`src/design/pwp_timer_pkg.sv`:
```
// Constants and carrier types for the pulse width and period timer
package pwp_timer_pkg;

  // ********************************************************************
  // Register indices, byte address is four times the index
  // ********************************************************************
  localparam logic [9:0] IDX_CONTROL    = 10'h100; // timer_control_reg
  localparam logic [9:0] IDX_IO_CONTROL = 10'h101; // timer_io_control
  localparam logic [9:0] IDX_MODE       = 10'h102;
  localparam logic [9:0] IDX_PRESCALER  = 10'h103; // prescaler_counter
  localparam logic [9:0] IDX_MAIN       = 10'h104; // main_counter
  localparam logic [9:0] IDX_PIN_SELECT = 10'h105; // pin_select_reg
  localparam logic [9:0] IDX_READOUT    = 10'h106;

  // ********************************************************************
  // Field positions of the control register
  // ********************************************************************
  localparam int CTRL_START_BIT  = 0; // count_start_bit
  localparam int CTRL_STATUS_BIT = 1; // counting status, read only
  localparam int CTRL_STOP_BIT   = 2; // forced_stop_bit, reads zero
  localparam int CTRL_EDGE_BIT   = 3; // active_edge_flag
  localparam int CTRL_UNDF_BIT   = 4; // underflow_flag
  localparam int MODE_PERIOD_BIT = 0;
  localparam int MODE_SRC_LSB    = 1;

  // ********************************************************************
  // Reset values
  // ********************************************************************
  localparam logic [7:0] IO_CONTROL_RESET = 8'h00;
  localparam logic [7:0] COUNTER_RESET    = 8'hFF;
  localparam logic [7:0] ZERO_BYTE        = 8'h00;

  // ********************************************************************
  // Count source and filter codes, divider lengths
  // ********************************************************************
  localparam logic [2:0] SRC_F1      = 3'h0;
  localparam logic [2:0] SRC_F2      = 3'h1;
  localparam logic [2:0] SRC_F8      = 3'h2;
  localparam logic [2:0] SRC_ONCHIP  = 3'h3;
  localparam logic [2:0] SRC_SUBDIV  = 3'h4;
  localparam logic [2:0] SRC_SUB     = 3'h5;
  localparam logic [1:0] FILT_NONE   = 2'h0;
  localparam logic [1:0] FILT_F1     = 2'h1;
  localparam logic [1:0] FILT_F8     = 2'h2;
  localparam logic [1:0] FILT_F32    = 2'h3;
  localparam int         FILT_SAMPLES = 3;
  localparam logic [4:0] DIV_F2_LAST  = 5'h01;
  localparam logic [4:0] DIV_F8_LAST  = 5'h07;
  localparam logic [4:0] DIV_F32_LAST = 5'h1F;

  // I/O control register layout, bit 7 first
  typedef struct packed {
    logic       event_gate_high;
    logic       event_gate_low;
    logic [1:0] filter_select;           // filter_select_high, _low
    logic       lin_function_select;
    logic       output_pin_enable;
    logic       output_polarity_control;
    logic       edge_level_select;
  } io_ctrl_t;

  // Period measurement sequencing
  typedef enum logic [1:0] {
    MS_WAIT   = 2'b00,
    MS_RELOAD = 2'b01
  } meas_state_t;

endpackage : pwp_timer_pkg

```
`src/design/pwp_timer.sv`:
```
// Pulse width and pulse period measurement timer with Wishbone registers
`timescale 1ns/1ps

// How it works
// - Width mode counts while input equals edge_level_select level.
// - Filter code 00 off, 01 f1, 10 f8, 11 f32 sampling.
// - Filtered level changes only after three equal samples.
// - Period mode measures input period by counting the count source.
// - Source is f1, f2, f8, on-chip osc, subclock/32 or subclock.
// - After edge, latch readout at first underflow, reload at second.
// - Writing one to count start bit with forced stop zero begins counting.
// - Writing zero to start or one to forced stop halts counting.
// - Period mode raises interrupt on counter underflow or reload.
// - Interrupt also raised on the edge ending a measurement.
// - Reading counter registers returns current counts.
// - Writes while stopped load reload register and counter.
// - Writes while counting also load reload register and counter.
// - In period mode edge_level_select picks the delimiting edge.
// - Pin select bits route P1_5 or P1_7 to the measure input.
// - Edge select zero means rising to rising, one falling to falling.
// - Edge and underflow flags clear on written zero, keep on one.
// - Edge flag may set at first prescaler underflow after start.
module pwp_timer (
  input  wire logic        CLK_IN,
  input  wire logic        RST_IN,
  input  wire logic        WB_CYC_IN,
  input  wire logic        WB_STB_IN,
  input  wire logic        WB_WE_IN,
  input  wire logic [11:0] WB_ADR_IN,
  input  wire logic [3:0]  WB_SEL_IN,
  input  wire logic [31:0] WB_DAT_IN,
  input  wire logic        ONCHIP_OSC_CLOCK_IN,
  input  wire logic        SUBCLOCK_IN,
  input  wire logic        MEAS_P1_5_IN,
  input  wire logic        MEAS_P1_7_IN,
  output logic             WB_ACK_OUT,
  output logic [31:0]      WB_DAT_OUT,
  output logic             TIMER_IRQ_OUT
);

  // ********************************************************************
  // Declarations
  // ********************************************************************
  pwp_timer_pkg::io_ctrl_t    io_q;
  pwp_timer_pkg::meas_state_t state_q;
  logic        ack_q, irq_q, counting_q, edge_flag_q, undf_flag_q;
  logic        period_mode_q, osc_prev_q, sub_prev_q;
  logic        filt_q, lvl_prev_q, samp_prev_q;
  logic [31:0] dat_q;
  logic [2:0]  src_sel_q, samples_q;
  logic [1:0]  pin_sel_q;
  logic [7:0]  pre_q, pre_reload_q, main_q, main_reload_q, readout_q;
  logic [4:0]  div_q, sub_div_q;
  logic [7:0]  wdat, rd_data;
  logic        req, wr, wr_ctrl, osc_tick, sub_tick, subdiv_tick;
  logic        src_tick, sample_en, pin_level, level_active, cnt_tick;
  logic        pre_uf, edge_seen, period_edge, width_end;
  logic        reload_evt, underflow_evt;

  // Address match for one register index
  function automatic logic hit(input logic [11:0] adr,
                               input logic [9:0]  idx);
    hit = (adr[11:2] == idx);
  endfunction : hit

  // ********************************************************************
  // Wishbone slave, one wait state, unmapped reads return zero
  // ********************************************************************
  assign req     = WB_CYC_IN & WB_STB_IN & ~ack_q;
  assign wr      = req & WB_WE_IN & WB_SEL_IN[0];
  assign wdat    = WB_DAT_IN[7:0];
  assign wr_ctrl = wr & hit(WB_ADR_IN, pwp_timer_pkg::IDX_CONTROL);

  // Read multiplexer
  always_comb begin
    rd_data = pwp_timer_pkg::ZERO_BYTE;
    if (hit(WB_ADR_IN, pwp_timer_pkg::IDX_CONTROL)) begin
      rd_data[pwp_timer_pkg::CTRL_START_BIT]  = counting_q;
      rd_data[pwp_timer_pkg::CTRL_STATUS_BIT] = counting_q;
      rd_data[pwp_timer_pkg::CTRL_EDGE_BIT]   = edge_flag_q;
      rd_data[pwp_timer_pkg::CTRL_UNDF_BIT]   = undf_flag_q;
    end else if (hit(WB_ADR_IN, pwp_timer_pkg::IDX_IO_CONTROL)) begin
      rd_data = io_q;
    end else if (hit(WB_ADR_IN, pwp_timer_pkg::IDX_MODE)) begin
      rd_data = {4'h0, src_sel_q, period_mode_q};
    end else if (hit(WB_ADR_IN, pwp_timer_pkg::IDX_PRESCALER)) begin
      rd_data = pre_q;
    end else if (hit(WB_ADR_IN, pwp_timer_pkg::IDX_MAIN)) begin
      rd_data = main_q;
    end else if (hit(WB_ADR_IN, pwp_timer_pkg::IDX_PIN_SELECT)) begin
      rd_data = {6'h00, pin_sel_q};
    end else if (hit(WB_ADR_IN, pwp_timer_pkg::IDX_READOUT)) begin
      rd_data = readout_q;
    end
  end

  // Acknowledge and read data
  always_ff @(posedge CLK_IN) begin
    if (RST_IN) begin
      ack_q <= 1'b0;
      dat_q <= 32'h0000_0000;
    end else begin
      ack_q <= req;
      dat_q <= req ? {24'h00_0000, rd_data} : 32'h0000_0000;
    end
  end

  // Configuration registers
  always_ff @(posedge CLK_IN) begin
    if (RST_IN) begin
      io_q          <= pwp_timer_pkg::IO_CONTROL_RESET;
      period_mode_q <= 1'b0;
      src_sel_q     <= pwp_timer_pkg::SRC_F1;
      pin_sel_q     <= 2'h0;
    end else if (wr) begin
      if (hit(WB_ADR_IN, pwp_timer_pkg::IDX_IO_CONTROL)) begin
        io_q <= wdat;
      end else if (hit(WB_ADR_IN, pwp_timer_pkg::IDX_MODE)) begin
        period_mode_q <= wdat[pwp_timer_pkg::MODE_PERIOD_BIT];
        src_sel_q     <= wdat[pwp_timer_pkg::MODE_SRC_LSB +: 3];
      end else if (hit(WB_ADR_IN, pwp_timer_pkg::IDX_PIN_SELECT)) begin
        pin_sel_q <= wdat[1:0];
      end
    end
  end

  // ********************************************************************
  // Count sources and filter sampling clocks
  // ********************************************************************
  assign osc_tick    = ONCHIP_OSC_CLOCK_IN & ~osc_prev_q;
  assign sub_tick    = SUBCLOCK_IN & ~sub_prev_q;
  assign subdiv_tick = sub_tick & (sub_div_q == pwp_timer_pkg::DIV_F32_LAST);

  // Free dividers of the system clock and of the subclock
  always_ff @(posedge CLK_IN) begin
    if (RST_IN) begin
      div_q      <= 5'h00;
      sub_div_q  <= 5'h00;
      osc_prev_q <= 1'b0;
      sub_prev_q <= 1'b0;
    end else begin
      div_q      <= div_q + 5'h01;
      sub_div_q  <= sub_tick ? sub_div_q + 5'h01 : sub_div_q;
      osc_prev_q <= ONCHIP_OSC_CLOCK_IN;
      sub_prev_q <= SUBCLOCK_IN;
    end
  end

  // Count source select
  always_comb begin
    case (src_sel_q)
      pwp_timer_pkg::SRC_F1:     src_tick = 1'b1;
      pwp_timer_pkg::SRC_F2:
        src_tick = (div_q[0] == pwp_timer_pkg::DIV_F2_LAST[0]);
      pwp_timer_pkg::SRC_F8:
        src_tick = (div_q[2:0] == pwp_timer_pkg::DIV_F8_LAST[2:0]);
      pwp_timer_pkg::SRC_ONCHIP: src_tick = osc_tick;
      pwp_timer_pkg::SRC_SUBDIV: src_tick = subdiv_tick;
      pwp_timer_pkg::SRC_SUB:    src_tick = sub_tick;
      default:                   src_tick = 1'b0;
    endcase
  end

  // Filter sampling rate
  always_comb begin
    case (io_q.filter_select)
      pwp_timer_pkg::FILT_F1:  sample_en = 1'b1;
      pwp_timer_pkg::FILT_F8:
        sample_en = (div_q[2:0] == pwp_timer_pkg::DIV_F8_LAST[2:0]);
      pwp_timer_pkg::FILT_F32:
        sample_en = (div_q == pwp_timer_pkg::DIV_F32_LAST);
      default:                 sample_en = 1'b0;
    endcase
  end

  // ********************************************************************
  // Input routing and digital filter
  // ********************************************************************
  assign pin_level = (pin_sel_q[0] & MEAS_P1_5_IN) |
                     (pin_sel_q[1] & MEAS_P1_7_IN);

  // Three sample shift register, level accepted when all agree
  always_ff @(posedge CLK_IN) begin
    if (RST_IN) begin
      samples_q <= 3'h0;
      filt_q    <= 1'b0;
    end else if (io_q.filter_select == pwp_timer_pkg::FILT_NONE) begin
      samples_q <= {pin_level, pin_level, pin_level};
      filt_q    <= pin_level;
    end else begin
      if (sample_en) begin
        samples_q <= {samples_q[1:0], pin_level};
      end
      if (&samples_q || ~|samples_q) begin
        filt_q <= samples_q[0];
      end
    end
  end

  // ********************************************************************
  // Measurement events
  // ********************************************************************
  assign level_active = (filt_q == io_q.edge_level_select);
  assign width_end    = counting_q & ~period_mode_q & lvl_prev_q &
                        ~level_active;
  // Edge select 0 rising, 1 falling
  assign edge_seen    = io_q.edge_level_select ?
                        (samp_prev_q & ~filt_q) :
                        (~samp_prev_q & filt_q);
  assign cnt_tick     = counting_q & src_tick &
                        (period_mode_q | level_active);
  assign pre_uf       = cnt_tick & (pre_q == pwp_timer_pkg::ZERO_BYTE);
  // Input sampled once per prescaler period, so narrower pulses are lost
  assign period_edge  = pre_uf & period_mode_q &
                        (state_q == pwp_timer_pkg::MS_WAIT) &
                        edge_seen;
  assign reload_evt   = pre_uf & period_mode_q &
                        (state_q == pwp_timer_pkg::MS_RELOAD);
  assign underflow_evt = pre_uf & ~reload_evt &
                         (main_q == pwp_timer_pkg::ZERO_BYTE);

  // Level history for edge detection
  always_ff @(posedge CLK_IN) begin
    if (RST_IN) begin
      lvl_prev_q  <= 1'b0;
      samp_prev_q <= 1'b0;
    end else begin
      lvl_prev_q <= counting_q & level_active;
      if (wr_ctrl & wdat[pwp_timer_pkg::CTRL_START_BIT] & ~counting_q) begin
        samp_prev_q <= 1'b0;
      end else if (pre_uf) begin
        samp_prev_q <= filt_q;
      end
    end
  end

  // Period sequencing: latch on edge underflow, reload on the next
  always_ff @(posedge CLK_IN) begin
    if (RST_IN) begin
      state_q   <= pwp_timer_pkg::MS_WAIT;
      readout_q <= pwp_timer_pkg::ZERO_BYTE;
    end else begin
      if (!counting_q || !period_mode_q) begin
        state_q <= pwp_timer_pkg::MS_WAIT;
      end else if (pre_uf) begin
        case (state_q)
          pwp_timer_pkg::MS_WAIT:
            state_q <= period_edge ? pwp_timer_pkg::MS_RELOAD
                                   : pwp_timer_pkg::MS_WAIT;
          default:
            state_q <= pwp_timer_pkg::MS_WAIT;
        endcase
      end
      if (period_edge) begin
        readout_q <= main_q;
      end
    end
  end

  // ********************************************************************
  // Start, stop and flags
  // ********************************************************************
  always_ff @(posedge CLK_IN) begin
    if (RST_IN) begin
      counting_q <= 1'b0;
    end else if (wr_ctrl) begin
      counting_q <= wdat[pwp_timer_pkg::CTRL_START_BIT] &
                    ~wdat[pwp_timer_pkg::CTRL_STOP_BIT];
    end
  end

  // Sticky flags, a hardware set wins over a written zero
  always_ff @(posedge CLK_IN) begin
    if (RST_IN) begin
      edge_flag_q <= 1'b0;
      undf_flag_q <= 1'b0;
    end else begin
      edge_flag_q <= (period_edge | width_end) |
                     (edge_flag_q & ~(wr_ctrl &
                      ~wdat[pwp_timer_pkg::CTRL_EDGE_BIT]));
      undf_flag_q <= underflow_evt |
                     (undf_flag_q & ~(wr_ctrl &
                      ~wdat[pwp_timer_pkg::CTRL_UNDF_BIT]));
    end
  end

  // Interrupt request pulse
  always_ff @(posedge CLK_IN) begin
    if (RST_IN) begin
      irq_q <= 1'b0;
    end else begin
      irq_q <= underflow_evt | reload_evt |
               period_edge | width_end;
    end
  end

  // ********************************************************************
  // Prescaler and main counter
  // ********************************************************************
  always_ff @(posedge CLK_IN) begin
    if (RST_IN) begin
      pre_q        <= pwp_timer_pkg::COUNTER_RESET;
      pre_reload_q <= pwp_timer_pkg::COUNTER_RESET;
    end else if (wr && hit(WB_ADR_IN, pwp_timer_pkg::IDX_PRESCALER)) begin
      pre_q        <= wdat;
      pre_reload_q <= wdat;
    end else if (cnt_tick) begin
      pre_q <= pre_uf ? pre_reload_q : pre_q - 8'h01;
    end
  end

  // Main counter steps on prescaler underflow
  always_ff @(posedge CLK_IN) begin
    if (RST_IN) begin
      main_q        <= pwp_timer_pkg::COUNTER_RESET;
      main_reload_q <= pwp_timer_pkg::COUNTER_RESET;
    end else if (wr && hit(WB_ADR_IN, pwp_timer_pkg::IDX_MAIN)) begin
      main_q        <= wdat;
      main_reload_q <= wdat;
    end else if (reload_evt || underflow_evt) begin
      main_q <= main_reload_q;
    end else if (pre_uf) begin
      main_q <= main_q - 8'h01;
    end
  end

  assign WB_ACK_OUT    = ack_q;
  assign WB_DAT_OUT    = dat_q;
  assign TIMER_IRQ_OUT = irq_q;
endmodule : pwp_timer

```
`config.mk`:
```
export PLATFORM = sky130hd
export DESIGN_NAME = pwp_timer
export DESIGN_NICKNAME = d
export VERILOG_FILES = /design/src/design/pwp_timer_pkg.sv /design/src/design/pwp_timer.sv
export SDC_FILE = /design/constraint.sdc
export NUM_CORES = 1
export LEC_CHECK = 0
export ABC_AREA = 1
export BUFFER_PORTS_ARGS = -buffer_cell sky130_fd_sc_hd__buf_2
export CAP_MARGIN = 20
export CORE_MARGIN = 3
export CORE_UTILIZATION = 35
export DETAILED_ROUTE_END_ITERATION = 7
export PLACE_DENSITY = 0.67
export SLEW_MARGIN = 20
export SYNTH_ARGS = -nofsm -noshare
export SYNTH_HDL_FRONTEND = slang
export SYNTH_SLANG_ARGS = --single-unit
```
`constraint.sdc`:
```
create_clock -name CLK_IN -period 2 [get_ports CLK_IN]
set_clock_uncertainty 0.1 [all_clocks]
set_input_delay 0.4 -clock CLK_IN [delete_from_list [all_inputs] [get_ports CLK_IN]]
set_output_delay 0.4 -clock CLK_IN [all_outputs]
set_load 0.05 [all_outputs]
```
==> results of run 1 <==
cells in the mapped netlist (all sizes together):
library cell and count:
ha 7, dfxtp 86, clkbuf 9, o22ai 5, nor4 3, a22o 1
o21ai 59, inv 99, o31ai 1, a21oi 43, xnor2 2, clkinv 1
nand3 43, nor3 13, buf 28, a41oi 2, nand2 142, nor2 57
a221oi 2, a31oi 1, o221ai 5, conb 1, o211ai 4, xor2 7
a211oi 3, nand4 13
state kept, by name (all words and copies together), names as in the netlist, 2 cells and up:
signal,count
WB_DAT_OUT,8
main_reload_q,8
pre_q,8
pin_sel_q,2
io_q,8
samples_q,3
src_sel_q,3
readout_q,8
div_q,5
main_q,8
pre_reload_q,8
sub_div_q,5
kinds of logic after synthesis:
family,share of synthesized area
AO/OA/AOI/OAI,0.156
XOR/XNOR,0.0175
adder cells (fa/ha/maj),0.0194
buffers and inverters,0.138
flip-flops,0.382
other,0.000832
AND/OR/NAND/NOR,0.286
repair_timing:
item                                    CTS  global route
pin swaps                                 6             4
cloned                                    2             0
setup buffers                             3             3
endpoints found under the setup margin   27            29
gates resized for setup                  11            14
where the power goes:
| group | internal [uW] | leakage [uW] | switching [uW] | total [uW] |
|---|---|---|---|---|
| logic | 72.4 | 0.00188 | 215 | 287 |
| registers | 1730 | 0.000696 | 8.42 | 1740 |
| clock network | 1100 | 0.000162 | 690 | 1790 |
worst paths after layout:
kind / start / to / slack, ns / depth (start not counted)
min: SUBCLOCK_IN / sub_prev_q$_SDFF_PP0_ / 0.18 / 3
max: sub_div_q[1]$_SDFFE_PP0P_ / TIMER_IRQ_OUT$_SDFF_PP0_ / -0.12 / 14
min reg2reg: io_q[2]$_SDFFE_PP0P_ / io_q[2]$_SDFFE_PP0P_ / 0.34 / 2
max reg2reg: sub_div_q[1]$_SDFFE_PP0P_ / TIMER_IRQ_OUT$_SDFF_PP0_ / -0.12 / 14
metrics by stage:
step | power [uW] | hold WS, ns
after floorplan | 2000 | 0.324
after global placement | 2050 | 0.334
after detailed placement | 2050 | 0.336
after CTS | 3810 | 0.184
after global routing | 3920 | 0.185
final | 3810 | 0.181
routing by layer:
layer / routed length [um] / GRT usage
met2: 5540 / 0.265
met4: 357 / 0.0766
met1: 5500 / 0.220
met3: 729 / 0.0266
met5: 0 / 0
critical path: cells and delay by family, from the launching register on:
kind                     cells  cell delay [ns]
buffers and inverters        4             0.37
AND/OR/NAND/NOR              7             0.71
flip-flops                   1             0.35
AO/OA/AOI/OAI                1             0.18
adder cells (fa/ha/maj)      2             0.33
final cells by class:
cell class                 instances  area share
timing repair buffer              98       0.117
inverter                         100      0.0683
sequential                        86       0.304
multi-input combinational        439       0.417
tap                              168      0.0370
clock inverter                     3     0.00705
clock buffer                      13      0.0494
==> impl_metrics.env, run 1 <==
export IMPL_clock_latency_ns=0.35
export IMPL_power_density_nw_per_um2=672
export IMPL_syn_inst=637
export IMPL_clockRootBuffer="clkbuf_16"
export IMPL_min_period_ns=2.12
export IMPL_numCtsBuffers=9
export IMPL_first_iter_violations=335
export IMPL_fillers=1198
export IMPL_post_place_ws_ns=-0.121
export IMPL_grt_pass1_vias=3885
export IMPL_rows=40
export IMPL_arrival_ns=2.28
export IMPL_tightestPinTransition_ns=0.760
export IMPL_timing_worst_setup_path_type="reg2reg"
export IMPL_dp_hpwl_mm=9.08
export IMPL_cts_tree="yes"
export IMPL_p_leak_uw=0.00274
export IMPL_h_tree_depth=3
export IMPL_relSlewSlack=0.493
export IMPL_ys_seq_area_frac=0.382
export IMPL_start_util=0.366
export IMPL_final_cell_count_no_fill=907
export IMPL_setup_viol=27
export IMPL_syn_area_um2=4510
export IMPL_irDropWorstVdd_uv=407
export IMPL_routedWlPerCell_um=13.4
export IMPL_violations="setup timing"
export IMPL_utilization=0.461
export IMPL_mostFrequentLayoutCells="129 x nand2_1, 87 x inv_1, 84 x dfxtp_1"
export IMPL_period_share=1.06
export IMPL_crit_path_cell_trace="ha_4 -> inv_2 -> nor3_2 -> ha_2 -> inv_2 -> nand2_2 -> nand2_2 -> nor2_2 -> nor2_2 -> nor2_8 -> nand4_4 -> buf_4 -> buf_6 -> a41oi_1"
export IMPL_io_pins=91
export IMPL_rsz0062_at_grt="yes"
export IMPL_vias=4337
export IMPL_area_growth_pct=26.0
export IMPL_drv_slew=0
export IMPL_grt_pass1_wl_mm=18.9
export IMPL_clk_pin_slew_ns=0.06
export IMPL_die_width_um=119
export IMPL_ys_seq_elements=86
export IMPL_gp_congestion=0.936
export IMPL_critPathLaunchType="flop"
export IMPL_die_h_um=119
export IMPL_ctsLongestPathBuffers=2
export IMPL_dpl_instance_area_um2=5200
export IMPL_dp_cells=883
export IMPL_fmax_mhz=471
export IMPL_grt_max_degree=36
export IMPL_worstHoldPathType="in2reg"
export IMPL_synthTopCellsByArea="dfxtp_1 38%, nand2_1 11%, inv_1 7.4%"
export IMPL_yosys_warnings=0
export IMPL_critPathRequiredTime_ns=2.16
export IMPL_cp_end_kind="flop"
export IMPL_crit_slowest_cell="dfxtp_2"
export IMPL_drive_gt1_frac=0.237
export IMPL_grt_total_usage=0.166
export IMPL_synth_top_area_frac=0.382
export IMPL_cts_hold_buf=0
export IMPL_synth_cell_types=42
export IMPL_fin_ws_ns=-0.123
export IMPL_io_buffers=37
export IMPL_stdcell_area_um2=5680
export IMPL_nNetsFinal=798
export IMPL_ant_nets=0
export IMPL_status="finished with violations"
export IMPL_worst_path_max_fanout=8
export IMPL_yosysTopAreaCell="dfxtp_1"
export IMPL_maxCapViolCount=0
export IMPL_antenna_found_initial=0
export IMPL_setup_tns_final_ns=-1.61
export IMPL_cts_sinks=86
export IMPL_drcViolationCount=0
export IMPL_regArea_um2=1720
export IMPL_cpPeakStageDelay_ns=0.35
export IMPL_core_um2=12300
export IMPL_dieArea_um2=14300
export IMPL_globalRouteOverflowTotal=0
export IMPL_drt_vias_per_instance=4.78
export IMPL_wl_mm=12.1
export IMPL_hold_viol=0
export IMPL_antenna_cells=0
export IMPL_synth_area_per_cell_um2=7.08
export IMPL_drtPass1Iterations=5
export IMPL_multi_input_area_um2=2370
export IMPL_final_common_cell="nand2_1"
Note: power is estimated with default switching activity, not from simulation.
==> inputs of run 2 (changes only) <==
--- a/config.mk
+++ b/config.mk
@@ -12,6 +12,7 @@
 export CORE_UTILIZATION = 35
 export DETAILED_ROUTE_END_ITERATION = 7
 export PLACE_DENSITY = 0.67
+export RECOVER_POWER = 25
 export SLEW_MARGIN = 20
 export SYNTH_ARGS = -nofsm -noshare
 export SYNTH_HDL_FRONTEND = slang
==> run 2 against run 1 <==
Compared with the run above: the run still ends with setup timing left; cell area down 0.13%; sequential power about the same; combinational power about the same; final cell count unchanged; hold slack better by 0.0016 ns; first-iteration DRC count down 6.6%; worst setup slack better by 0.0018 ns; clock-buffer cell count unchanged; sequential share of layout area about the same; non-clock buffer count unchanged; critical path type unchanged; highest routed layer unchanged; sequential cell count unchanged.
==> impl_metrics.env, run 2 (synthesized netlist as in run 1, its figures left out) <==
export IMPL_reg2reg_from="sub_div_q[1]$_SDFFE_PP0P_"
export IMPL_p_leak_uw=0.00273
export IMPL_rsz0062_at_grt="yes"
export IMPL_post_place_ws_ns=-0.121
export IMPL_irDropWorstVdd_uv=406
export IMPL_antenna_cells=0
export IMPL_timing_worst_setup_path_type="reg2reg"
export IMPL_violations="setup timing"
export IMPL_fmax_mhz=472
export IMPL_power_density_nw_per_um2=673
export IMPL_hold_depth=3
export IMPL_dpl_instance_area_um2=5200
export IMPL_clk_pin_slew_ns=0.06
export IMPL_antenna_found_initial=0
export IMPL_clockRootBuffer="clkbuf_16"
export IMPL_worst_path_max_fanout=8
export IMPL_nNetsFinal=798
export IMPL_drv_slew=0
export IMPL_period_share=1.06
export IMPL_mostFrequentLayoutCells="129 x nand2_1, 88 x inv_1, 84 x dfxtp_1"
export IMPL_grt_pass1_vias=3885
export IMPL_status="finished with violations"
export IMPL_ant_nets=0
export IMPL_cts_sinks=86
export IMPL_hp_start="SUBCLOCK_IN"
export IMPL_arrival_ns=2.28
export IMPL_globalRouteOverflowTotal=0
export IMPL_die_width_um=119
export IMPL_gp_congestion=0.936
export IMPL_clock_latency_ns=0.35
export IMPL_drcViolationCount=0
export IMPL_io_pins=91
export IMPL_worst_r2r_endpoint="TIMER_IRQ_OUT$_SDFF_PP0_"
export IMPL_setup_viol=26
export IMPL_start_util=0.366
export IMPL_rows=40
export IMPL_fin_ws_ns=-0.121
export IMPL_grt_total_usage=0.166
export IMPL_rrSetupSlack_ns=-0.12
export IMPL_relSlewSlack=0.477
export IMPL_ctsLongestPathBuffers=2
export IMPL_grt_pass1_wl_mm=18.9
export IMPL_cts_hold_buf=0
export IMPL_worstHoldPathType="in2reg"
export IMPL_drt_vias_per_instance=4.78
export IMPL_wl_mm=12.1
export IMPL_drtPass1Iterations=5
export IMPL_power_uw=3810
export IMPL_area_growth_pct=25.8
export IMPL_final_common_cell="nand2_1"
export IMPL_critPathLaunchType="flop"
export IMPL_setup_tns_final_ns=-1.47
export IMPL_numCtsBuffers=9
export IMPL_vias=4332
export IMPL_maxCapViolCount=0
export IMPL_first_iter_violations=313
export IMPL_dp_hpwl_mm=9.08
export IMPL_cts_tree="yes"
export IMPL_hold_path_end="sub_prev_q$_SDFF_PP0_"
export IMPL_routedWlPerCell_um=13.4
export IMPL_io_buffers=37
export IMPL_stdcell_area_um2=5670
export IMPL_tightestPinTransition_ns=0.784
export IMPL_min_period_ns=2.12
export IMPL_r2r_cells=14
export IMPL_grt_max_degree=36
export IMPL_h_tree_depth=3
export IMPL_dieArea_um2=14300
export IMPL_core_um2=12300
export IMPL_die_h_um=119
export IMPL_hold_viol=0
export IMPL_cp_end_kind="flop"
export IMPL_drive_gt1_frac=0.233
export IMPL_critPathRequiredTime_ns=2.16
-- run 2: cell count changes in the layout (fill, tap and decap cells not counted), sizes merged --
cell	previous run	this run
clkbuf	13	16
buf	98	95
-- run 2: per-stage QoR --
| stage | std cells | util | hold slack, ns |
|---|---|---|---|
| floorplan | 660 | - | 0.324 |
| detailed placement | 883 | 0.422 | 0.336 |
| CTS | 904 | 0.456 | 0.184 |
| global route | 907 | 0.460 | 0.185 |
| finish | 907 | 0.460 | 0.183 |
| global placement | 883 | 0.422 | 0.334 |
-- run 2: worst max-delay path: stages (launching register included) --
cell,delay (ns)
dfxtp_2,0.35
ha_4,0.14
inv_2,0.03
nor3_2,0.10
ha_2,0.19
inv_2,0.03
nand2_2,0.05
nand2_2,0.06
nor2_2,0.08
nor2_2,0.07
nor2_8,0.15
nand4_4,0.19
buf_4,0.20
buf_6,0.11
a41oi_1,0.18
-- run 2: per-layer routing --
| layer | track usage | vias up | wire [um] |
|---|---|---|---|
| met5 | 0 | - | 0 |
| met4 | 0.0766 | 0 | 352 |
| met3 | 0.0266 | 28 | 757 |
| met2 | 0.265 | 107 | 5500 |
| met1 | 0.220 | 1969 | 5510 |
| li1 | - | 2228 | - |
-- run 2: area by class of cell --
cell class | count | area (um2)
clock inverter | 3 | 40.0
fill | 1201 | 6640
sequential | 86 | 1720
inverter | 100 | 388
clock buffer | 13 | 280
tap | 168 | 210
multi-input combinational | 439 | 2370
timing repair buffer | 98 | 659
-- run 2: power breakdown --
group	switching [uW]	internal [uW]	total, uW
clock network	692	1100	1790
logic	215	70.4	286
registers	8.34	1730	1740
-- run 2: worst max path at each step --
stage	slack, ns	startpoint	end	cells past startpoint
floorplan	0.03	sub_div_q[1]$_SDFFE_PP0P_	readout_q[0]$_SDFFE_PP0P_	15
global placement	-0.11	sub_div_q[1]$_SDFFE_PP0P_	main_q[1]$_SDFFE_PP1P_	17
detailed placement	-0.12	sub_div_q[1]$_SDFFE_PP0P_	main_q[1]$_SDFFE_PP1P_	17
CTS	-0.11	sub_div_q[1]$_SDFFE_PP0P_	main_q[7]$_SDFFE_PP1P_	16
global route	-0.25	sub_div_q[1]$_SDFFE_PP0P_	main_q[1]$_SDFFE_PP1P_	17
finish	-0.12	sub_div_q[1]$_SDFFE_PP0P_	TIMER_IRQ_OUT$_SDFF_PP0_	14
-- run 2: what timing repair did --
action                                  in CTS  in global routing
cloned                                       2                  0
buffers inserted                             3                  3
endpoints found under the setup margin      27                 29
gates resized for setup                     11                 14
pin swaps                                    6                  4
